`config.mk`:
```
export PLATFORM = sky130hd
export DESIGN_NAME = cocr_regs
export DESIGN_NICKNAME = d
export VERILOG_FILES = /design/src/cocr_pkg.sv /design/src/cocr_lock_timer.sv /design/src/cocr_regs.sv
export SDC_FILE = /design/constraint.sdc
export NUM_CORES = 1
export LEC_CHECK = 0
export CELL_PAD_IN_SITES_DETAIL_PLACEMENT = 2
export CELL_PAD_IN_SITES_GLOBAL_PLACEMENT = 2
export CORE_MARGIN = 8
export CORE_UTILIZATION = 41
export DETAILED_ROUTE_END_ITERATION = 16
export DONT_BUFFER_PORTS = 1
export MAX_ROUTING_LAYER = met4
export PLACE_DENSITY_LB_ADDON = 0.1
export SKIP_CTS_REPAIR_TIMING = 1
export SLEW_MARGIN = 20
export SYNTH_ARGS = -nofsm -noshare
export SYNTH_HDL_FRONTEND = slang
export SYNTH_SLANG_ARGS = --single-unit
export TNS_END_PERCENT = 10
```
`constraint.sdc`:
```
create_clock -name clk -period 4.49 [get_ports clk]
set_input_delay 1.1225 -clock clk [delete_from_list [all_inputs] [get_ports clk]]
set_output_delay 1.1225 -clock clk [all_outputs]
set_load 0.005 [all_outputs]
```
`src/cocr_pkg.sv`:
```
// Function
// - Third output frequency from 13H,14H,15H,53H
// - 53H low bits drive second output strength
// - 55H selects first duplicate source
// - Bits 7:6 of 55H are ignored
// - 57H holds second duplicate source and strength
// - At power-on only second duplicate runs
// - Synthesized output valid after PLL lock time
// - Buffer enable and PLL power separately controlled
// - Off code in 53H leaves PLL powered; only 15H = 00 powers it down
// - Every strength field resets to 10
// - Strength codes ordered 00 weakest, 11 strongest
// - Strength fields in 54H, 56H, 57H
// - 48H bits 7:6 set first output strength
package cocr_pkg;
    // ****************************************
    // Register offsets
    // ****************************************
    localparam logic [7:0] ADDR_P1_SEL = 8'h48;
    localparam logic [7:0] ADDR_P2_SEL = 8'h50;
    localparam logic [7:0] ADDR_P3_DIV_LO = 8'h13;
    localparam logic [7:0] ADDR_P3_DIV_HI = 8'h14;
    localparam logic [7:0] ADDR_P3_PLL = 8'h15;
    localparam logic [7:0] ADDR_P3_SEL = 8'h53;
    localparam logic [7:0] ADDR_P3_DS = 8'h54;
    localparam logic [7:0] ADDR_D1_SRC = 8'h55;
    localparam logic [7:0] ADDR_D1_DS = 8'h56;
    localparam logic [7:0] ADDR_D2_CFG = 8'h57;
    // ****************************************
    // Reset values
    // ****************************************
    localparam logic [7:0] RST_P1_SEL = 8'h8D;
    localparam logic [7:0] RST_P2_SEL = 8'h8E;
    localparam logic [7:0] RST_P3_DIV = 8'h00;
    localparam logic [7:0] RST_P3_PLL = 8'h00;
    localparam logic [7:0] RST_P3_SEL = 8'h3E;
    localparam logic [1:0] RST_DS = 2'h2;
    localparam logic [7:0] RST_D1_SRC = 8'h0C;
    localparam logic [5:0] RST_D2_SRC = 6'h18;
    // ****************************************
    // Source codes and fixed fields
    // ****************************************
    localparam logic [5:0] SRC_OFF = 6'h0C;
    localparam logic [5:0] SRC_REF = 6'h18;
    localparam logic [5:0] P3_SEL_OFF = 6'h0F;
    localparam logic [1:0] D1_DS_FIXED_HI = 2'h3;
    localparam int DS_LSB_P1 = 6;
    localparam int DS_LSB_P3 = 6;
    localparam int DS_LSB_D1 = 4;
    localparam int DS_LSB_D2 = 6;
    // ****************************************
    // Timing
    // ****************************************
    localparam int CLK_MHZ = 50;
    localparam int PLL_LOCK_US = 3;
    localparam int PLL_LOCK_CYC = PLL_LOCK_US * CLK_MHZ;
    typedef enum logic [1:0] {SRC_NONE, SRC_REFCLK, SRC_P1, SRC_P2} cocr_src_e;
    typedef enum logic [1:0] {SRC3_NONE, SRC3_P3} cocr_dummy_e;
endpackage

```
`src/cocr_lock_timer.sv`:
```
`timescale 1ns/10ps
`default_nettype none
module cocr_lock_timer #(
    parameter int LOCK_CYC = 150
) (
    input wire logic clk,
    input wire logic rst,
    input wire logic ce,
    input wire logic pll_on,
    input wire logic restart,
    output logic locked
);
    logic [15:0] count_reg;

    // ****************************************
    // Lock interval counter
    // ****************************************
    always_ff @(posedge clk or posedge rst) begin
        if (rst) begin
            count_reg <= 16'h0000;
            locked <= 1'b0;
        end else if (ce) begin
            if (!pll_on || restart) begin
                count_reg <= 16'h0000;
                locked <= 1'b0;
            end else if (count_reg == 16'(LOCK_CYC - 1)) begin
                locked <= 1'b1;
            end else begin
                count_reg <= count_reg + 16'h0001;
            end
        end
    end
endmodule
`default_nettype wire

```
`src/cocr_regs.sv`:
```
`timescale 1ns/10ps
`default_nettype none
module cocr_regs
    import cocr_pkg::*;
#(
    parameter int LOCK_CYC = cocr_pkg::PLL_LOCK_CYC
) (
    input wire logic clk,
    input wire logic rst,
    input wire logic ce,
    input wire logic wr_en,
    input wire logic [7:0] wr_addr,
    input wire logic [7:0] wr_data,
    input wire logic rd_en,
    input wire logic [7:0] rd_addr,
    output logic [7:0] rd_data,
    output logic [1:0] p1_drive_strength_field,
    output logic [1:0] p2_drive_strength_field,
    output logic [1:0] p3_drive_strength_field,
    output logic [1:0] d1_drive_strength_field,
    output logic [1:0] d2_drive_strength_field,
    output logic [15:0] p3_divider,
    output logic [7:0] p3_pll_config,
    output logic [5:0] p3_freq_select,
    output logic p3_pll_power,
    output logic p3_pll_locked,
    output logic primary_out_three_enable,
    output logic [1:0] duplicate_out_one_source,
    output logic duplicate_out_one_enable,
    output logic [1:0] duplicate_out_two_source,
    output logic duplicate_out_two_enable
);
    import cocr_pkg::*;

    logic [7:0] p1_sel_reg;
    logic [7:0] p2_sel_reg;
    logic [7:0] p3_div_lo_reg;
    logic [7:0] p3_div_hi_reg;
    logic [7:0] p3_pll_reg;
    logic [7:0] p3_sel_reg;
    logic [1:0] p3_ds_reg;
    logic [7:0] d1_src_reg;
    logic [1:0] d1_ds_reg;
    logic [7:0] d2_cfg_reg;
    logic p3_restart;
    logic p3_lock_raw;

    // ****************************************
    // Source decode
    // ****************************************
    function automatic logic [2:0] src_decode(input logic [5:0] code);
        logic [2:0] r;
        r = 3'h0;
        if (code == SRC_OFF) begin
            r = 3'h0;
        end else if (code == SRC_REF) begin
            r = 3'h1;
        end else if (code == p1_sel_reg[5:0]) begin
            r = 3'h2;
        end else if (code == p2_sel_reg[5:0]) begin
            r = 3'h3;
        end else if (code == p3_sel_reg[7:2]) begin
            r = 3'h4;
        end
        return r;
    endfunction

    // ****************************************
    // Register writes
    // ****************************************
    always_ff @(posedge clk or posedge rst) begin
        if (rst) begin
            p1_sel_reg <= RST_P1_SEL;
            p2_sel_reg <= RST_P2_SEL;
            p3_div_lo_reg <= RST_P3_DIV;
            p3_div_hi_reg <= RST_P3_DIV;
            p3_pll_reg <= RST_P3_PLL;
            p3_sel_reg <= RST_P3_SEL;
            p3_ds_reg <= RST_DS;
            d1_src_reg <= RST_D1_SRC;
            d1_ds_reg <= RST_DS;
            d2_cfg_reg <= {RST_DS, RST_D2_SRC};
        end else if (ce && wr_en) begin
            unique case (wr_addr)
                ADDR_P1_SEL: p1_sel_reg <= wr_data;
                ADDR_P2_SEL: p2_sel_reg <= wr_data;
                ADDR_P3_DIV_LO: p3_div_lo_reg <= wr_data;
                ADDR_P3_DIV_HI: p3_div_hi_reg <= wr_data;
                ADDR_P3_PLL: p3_pll_reg <= wr_data;
                ADDR_P3_SEL: p3_sel_reg <= wr_data;
                ADDR_P3_DS: p3_ds_reg <= wr_data[DS_LSB_P3 +: 2];
                ADDR_D1_SRC: d1_src_reg <= wr_data;
                ADDR_D1_DS: d1_ds_reg <= wr_data[DS_LSB_D1 +: 2];
                ADDR_D2_CFG: d2_cfg_reg <= wr_data;
                default: ;
            endcase
        end
    end

    // ****************************************
    // Readback
    // ****************************************
    always_ff @(posedge clk or posedge rst) begin
        if (rst) begin
            rd_data <= 8'h00;
        end else if (ce && rd_en) begin
            unique case (rd_addr)
                ADDR_P1_SEL: rd_data <= p1_sel_reg;
                ADDR_P2_SEL: rd_data <= p2_sel_reg;
                ADDR_P3_DIV_LO: rd_data <= p3_div_lo_reg;
                ADDR_P3_DIV_HI: rd_data <= p3_div_hi_reg;
                ADDR_P3_PLL: rd_data <= p3_pll_reg;
                ADDR_P3_SEL: rd_data <= p3_sel_reg;
                ADDR_P3_DS: rd_data <= {p3_ds_reg, 6'h00};
                ADDR_D1_SRC: rd_data <= d1_src_reg;
                ADDR_D1_DS: rd_data <= {D1_DS_FIXED_HI, d1_ds_reg, 4'h0};
                ADDR_D2_CFG: rd_data <= d2_cfg_reg;
                default: rd_data <= 8'h00;
            endcase
        end
    end

    // ****************************************
    // PLL power and lock tracking
    // ****************************************
    assign p3_restart = ce && wr_en && (wr_addr == ADDR_P3_DIV_LO || wr_addr == ADDR_P3_DIV_HI
                        || wr_addr == ADDR_P3_PLL);

    cocr_lock_timer #(
        .LOCK_CYC(LOCK_CYC)
    ) u_lock (
        .clk(clk),
        .rst(rst),
        .ce(ce),
        .pll_on(p3_pll_power),
        .restart(p3_restart),
        .locked(p3_lock_raw)
    );

    logic [2:0] d1_sel;
    logic [2:0] d2_sel;
    logic [2:0] d1_dec;
    logic [2:0] d2_dec;
    assign d1_dec = src_decode(d1_src_reg[5:0]);
    assign d2_dec = src_decode(d2_cfg_reg[5:0]);
    assign d1_sel = d1_dec;
    assign d2_sel = d2_dec;

    // ****************************************
    // Output control
    // ****************************************
    always_comb begin
        p3_pll_power = (p3_pll_reg != RST_P3_PLL);
        p3_pll_locked = p3_lock_raw;
        p3_divider = {p3_div_hi_reg, p3_div_lo_reg};
        p3_pll_config = p3_pll_reg;
        p3_freq_select = p3_sel_reg[7:2];
        // Buffer enable from select bits 7:2, gated by the PLL lock; off until locked
        primary_out_three_enable = (p3_sel_reg[7:2] != P3_SEL_OFF) && p3_lock_raw;
        p1_drive_strength_field = p1_sel_reg[DS_LSB_P1 +: 2];
        p2_drive_strength_field = p3_sel_reg[1:0];
        p3_drive_strength_field = p3_ds_reg;
        d1_drive_strength_field = d1_ds_reg;
        d2_drive_strength_field = d2_cfg_reg[DS_LSB_D2 +: 2];
        duplicate_out_one_enable = (d1_sel != 3'h0);
        duplicate_out_two_enable = (d2_sel != 3'h0);
        duplicate_out_one_source = 2'(d1_sel - 3'h1);
        duplicate_out_two_source = 2'(d2_sel - 3'h1);
        if (d1_sel == 3'h4) begin
            duplicate_out_one_source = 2'h3;
            duplicate_out_one_enable = p3_lock_raw;
        end
        if (d2_sel == 3'h4) begin
            duplicate_out_two_source = 2'h3;
            duplicate_out_two_enable = p3_lock_raw;
        end
    end
endmodule
`default_nettype wire

```
# Word-level counts from Yosys, hierarchy flattened
# Cells that the tools add are included.
classes:
  n_addsub: 3
  n_eq_ne: 35
  n_reduce_logical: 24
  muxes: 19
ops:
  columns: ["cell", "n"]
  rows:
  - ["$eq 8x7->1 const B", 14]
  - ["$pmux 8 s10", 1]
  - ["$eq 8x5->1 const B", 6]
  - ["$eq 6x6->1", 6]
  - ["$mux 16", 2]
  - ["$mux 3", 10]
  - ["$reduce_and 2->1", 12]
  - ["$add 16x1->16 const B", 1]
  - ["$eq 16x8->1 const B", 1]
  - ["$eq 6x4->1 const B", 2]
  - ["$eq 6x5->1 const B", 2]
  - ["$reduce_bool 8->1", 1]
  - ["$eq 3x3->1 const B", 2]
  - ["$ne 6x4->1 const B", 1]
  - ["$reduce_bool 3->1", 2]
  - ["$logic_and 1x1->1", 4]
  - ["$mux 1", 4]
  - ["$mux 2", 2]
  - ["$sub 2x1->2 const B", 2]
  - ["$logic_or 1x1->1", 3]
  - ["$ne 2x1->1 const B", 1]
  - ["$reduce_bool 2->1", 1]
  - ["$logic_not 1->1", 1]
word_totals:
  ff_bits: 93
  word_cells: 94
  out_inout_bits: 57
  in_bits: 29

# Longest topological paths before layout
logic_depth:
  depth_word: 8
  mapped_depth: 8

# Hierarchy
# From an unflattened synthesis, not the netlist that was laid out.
unflattened:
  cells_unflattened: 508
  hier_area_um2: 5600.4
modules_own_cells:
  columns: ["mod", "n_inst", "area_each_um2", "cells_each"]
  rows:
  - ["cocr_regs", 1, 4535.6, 398]
  - ["cocr_lock_timer", 1, 1064.8, 110]

# Least setup slack after synthesis
# No wires, ideal clock.
synth_path:
  path_type: "register -> output"
  start: "reg d1_src_reg[3]"
  end: "out duplicate_out_one_source[1]"
  setup_slack_ns: 1.350
  path_stages_with_launch: 8
  t_arrival_ns: 2.018
  t_required_ns: 3.368
  path_cell_list: "dfstp_2 -> clkbuf_1 -> or4b_2 -> nor2_1 -> a211oi_1 -> nor2_1 -> ha_1 -> inv_1"
synth_via:
  elab_chain_len: 8
  word_cells_on_any_way: 13
synth_lines:
  columns: ["element", "line", "source"]
  rows:
  - ["start: declaration", "cocr_regs.sv:42", "logic [7:0] d1_src_reg;"]
  - ["start signal: assignment", "cocr_regs.sv:92", "ADDR_D1_SRC: d1_src_reg <= wr_data;"]
  - ["$eq 6x6->1", "cocr_regs.sv:62", "end else if (code == p3_sel_reg[7:2]) begin"]
  - ["$mux 3", "cocr_regs.sv:62", null]
  - ["$mux 3", "cocr_regs.sv:60", "end else if (code == p2_sel_reg[5:0]) begin"]
  - ["$mux 3", "cocr_regs.sv:58", "end else if (code == p1_sel_reg[5:0]) begin"]
  - ["$mux 3", "cocr_regs.sv:56", "end else if (code == SRC_REF) begin"]
  - ["$mux 3 *", "cocr_regs.sv:54", "if (code == SRC_OFF) begin"]
  - ["branches (longest 1 deep; another with $sub 2x1->2)", null, null]
  - ["$mux 2 *", "cocr_regs.sv:169", "if (d1_sel == 3'h4) begin"]
  - ["end: declaration", "cocr_regs.sv:28", "output logic [1:0] duplicate_out_one_source,"]
# Every way passes the cells marked *.

# Worst setup path after layout
layout_path:
  start: "reg d2_cfg_reg[3]"
  end: "out duplicate_out_two_source[1]"
layout_via:
  elab_chain_len: 8
  word_cells_on_any_way: 13
layout_lines:
  columns: ["element", "line", "source"]
  rows:
  - ["start: declaration", "cocr_regs.sv:44", "logic [7:0] d2_cfg_reg;"]
  - ["start signal: assignment", "cocr_regs.sv:82", "d2_cfg_reg <= {RST_DS, RST_D2_SRC};"]
  - ["start signal: assignment", "cocr_regs.sv:94", "ADDR_D2_CFG: d2_cfg_reg <= wr_data;"]
  - ["$eq 6x6->1", "cocr_regs.sv:62", null]
  - ["$mux 3", "cocr_regs.sv:62", null]
  - ["$mux 3", "cocr_regs.sv:60", null]
  - ["$mux 3", "cocr_regs.sv:58", null]
  - ["$mux 3", "cocr_regs.sv:56", null]
  - ["$mux 3 *", "cocr_regs.sv:54", null]
  - ["branches (longest 1 deep; another with $sub 2x1->2)", null, null]
  - ["$mux 2 *", "cocr_regs.sv:173", "if (d2_sel == 3'h4) begin"]
  - ["end: declaration", "cocr_regs.sv:30", "output logic [1:0] duplicate_out_two_source,"]
# Marked as above.

==> metrics.yaml <==
run_status:
  status: "finished clean"
floorplan:
  initial_core_util_pct: 42.1
  die_y_um: 130
  core-area_sq_um: 12700
  std_cell_rows: 41
  fp.dieW_um: 130
  pin_count: 86
  die-area_sq_um: 16900
clocking:
  root_buffer: "clkbuf_16"
  cts_buffers: 9
  htreeDepth: 3
  clk_latency_ns: 0.36
  cts_tree: "yes"
  clk_transition_reported_paths_ns: 0.07
  cts_max_path_buffers: 2
  clock_sinks: 93
synthesis:
  ys_types: 64
  synth_seq_cells: 93
  ys_warn_count: 0
  synth_area_leader_cell: "dfrtp_1"
  synth.top_cell.area_share_pct: 34.2
  ys_seq_area_share_pct: 44.0
  syn_nets: 522
  syn_inst: 489
  async_reset_ff_share_pct: 100
  syn_avg_cell_area_sq_um: 10.9
  synth_edf_count: 0
  synth_area_leaders: "dfrtp_1 34%, mux2_2 13%, dfstp_2 9.8%"
  syn_area_sq_um: 5340
  synth-main-ff-cell: "dfrtp_1"
power_and_ir_drop:
  p_comb_share_pct: 9.5
  power.share.clock_pct: 41.1
  sequentialPowerShare_pct: 49.4
  swShare_pct: 27.7
  switchingPower_mw: 0.501
  power_leakage_nw: 2.41
  finalPower_mw: 1.81
  internal_power_mw: 1.31
  power_density_nw_per_um2: 317
  irDropWorstVdd_v: 0.000184
finish:
  fin_util_pct: 45.1
  layout-drive-gt1-share_pct: 26.6
  area_growth_pct: 6.96
  antenna_cells: 0
  final_common_cell: "dfrtp_1"
  n_fill_cell: 1312
  layout.nets: 506
  final_cell_mix: "73 x dfrtp_1, 62 x mux2_2, 32 x o21ai_0"
  largest_reg_flops: 16
  stdcell_count: 650
  fin_area_sq_um: 5710
global_routing:
  grt_util_met2_pct: 37.1
  overflow: 0
  grt_pass1_wl_um: 27500
  gr-usage-met1_pct: 26.2
  antenna_found_initial: 0
  grt_start_max_net_pins: 47
  first_global_vias: 4396
  busiest_layer: "met2"
  grt_use_met3_pct: 5.67
  grt.total_usage_pct: 22.8
route:
  drt_pass1_iterations: 4
  drtAntennaViolNets: 0
  drt_iter0_markers: 175
  dr_total_vias: 4000
  vias_per_cell: 6.15
  drc: 0
  wl_per_cell_um: 27.7
  postRouteWirelength_um: 18000
setup_path:
  rrSetupSlack_ns: 2.43
  critPathMaxFanout: 6
  crit_path_end_kind: "output port"
  start_kind: "flop"
  arrival_ns: 2.41
  cp.required_ns: 3.37
  path_class: "reg2out"
sta:
  hold-worst-slack_ns: 0.514
  worst_pin_slew_ns: 0.763
  finalHoldViolCount: 0
  finalCriticalPeriod_ns: 3.53
  fmax_ghz: 0.283
  slew_headroom_pct: 49.0
  finalSetupTns_ns: 0
  finalMaxSlewViolations: 0
  finClkSkew_ns: 0.00586
  rsz0062_at_grt: "no"
  fin_ws_ns: 0.961
  min_period_over_period_pct: 78.6
  setup_violations: 0
placement:
  dp_slack_ns: 1.33
  gp_congestion: 0.958
  place_inst: 634
  placed_cell_area_sq_um: 5440
  hpwl_um: 13400
  portBuffers: 0
worst_hold_path:
  hold_class: "reg2reg"
job:
  drv_cap: 0
cell type report:
cell class	count	area (sq um)	area share [%]
multi-input combinational	352	2780	48.7
sequential	93	2350	41.2
clock buffer	10	229	4.01
tap	172	215	3.77
inverter	12	47.5	0.832
clock inverter	6	46.3	0.811
timing repair buffer	5	37.5	0.657
routing by layer:
| metal | part of all wire (%) | routed length, um |
|---|---|---|
| met1 | 42 | 7530 |
| met2 | 49 | 8760 |
| met3 | 6.8 | 1220 |
| met4 | 2.7 | 492 |
| met5 | 0 | 0 |
power groups by stage:
stage | combinational [mW] | clock (mW) | sequential (mW)
floorplan | 0.144 | 0 | 0.891
global placement | 0.167 | 0 | 0.910
detailed placement | 0.173 | 0 | 0.911
global route | 0.190 | 0.791 | 0.899
CTS | 0.175 | 0.756 | 0.896
finish | 0.172 | 0.744 | 0.895
critical path: stages, from the launching register on:
cell      delay, ns
dfstp_2        0.61
or4b_2         0.67
nor2_1         0.12
a211oi_1       0.08
nor2_1         0.22
ha_1           0.27
inv_1          0.08
synthesized netlist by cell type, types with 10 or more instances:
library cell / count
nand2_1: 28
dfstp_2: 20
nor2_1: 25
o21ai_0: 32
xnor2_1: 30
mux2_2: 62
dfrtp_1: 73
a22oi_1: 10
inv_1: 12
nor3_1: 10
clkbuf_1: 17
cell families after synthesis:
logic type,Yosys count,share of synthesized area [%]
AND/OR/NAND/NOR,137,15.7
AO/OA/AOI/OAI,95,12.4
flip-flops,93,44.0
multiplexers,78,16.8
buffers and inverters,44,3.82
XOR/XNOR,38,6.23
adder cells (fa/ha/maj),4,0.937
path summary, 6_finish.rpt:
path,from,to,cells past startpoint
min,rd_data[1],rd_data[1],2
max,d2_cfg_reg[3],duplicate_out_two_source[1],6
min reg2reg,rd_data[1],rd_data[1],2
max reg2reg,p3_pll_config[7],u_lock.count_reg[10],6
max in group asynchronous,rst,p3_sel_reg[2],2
min in group asynchronous,rst,p3_sel_reg[6],1
No activity file was read; power rests on OpenSTA's default activity.
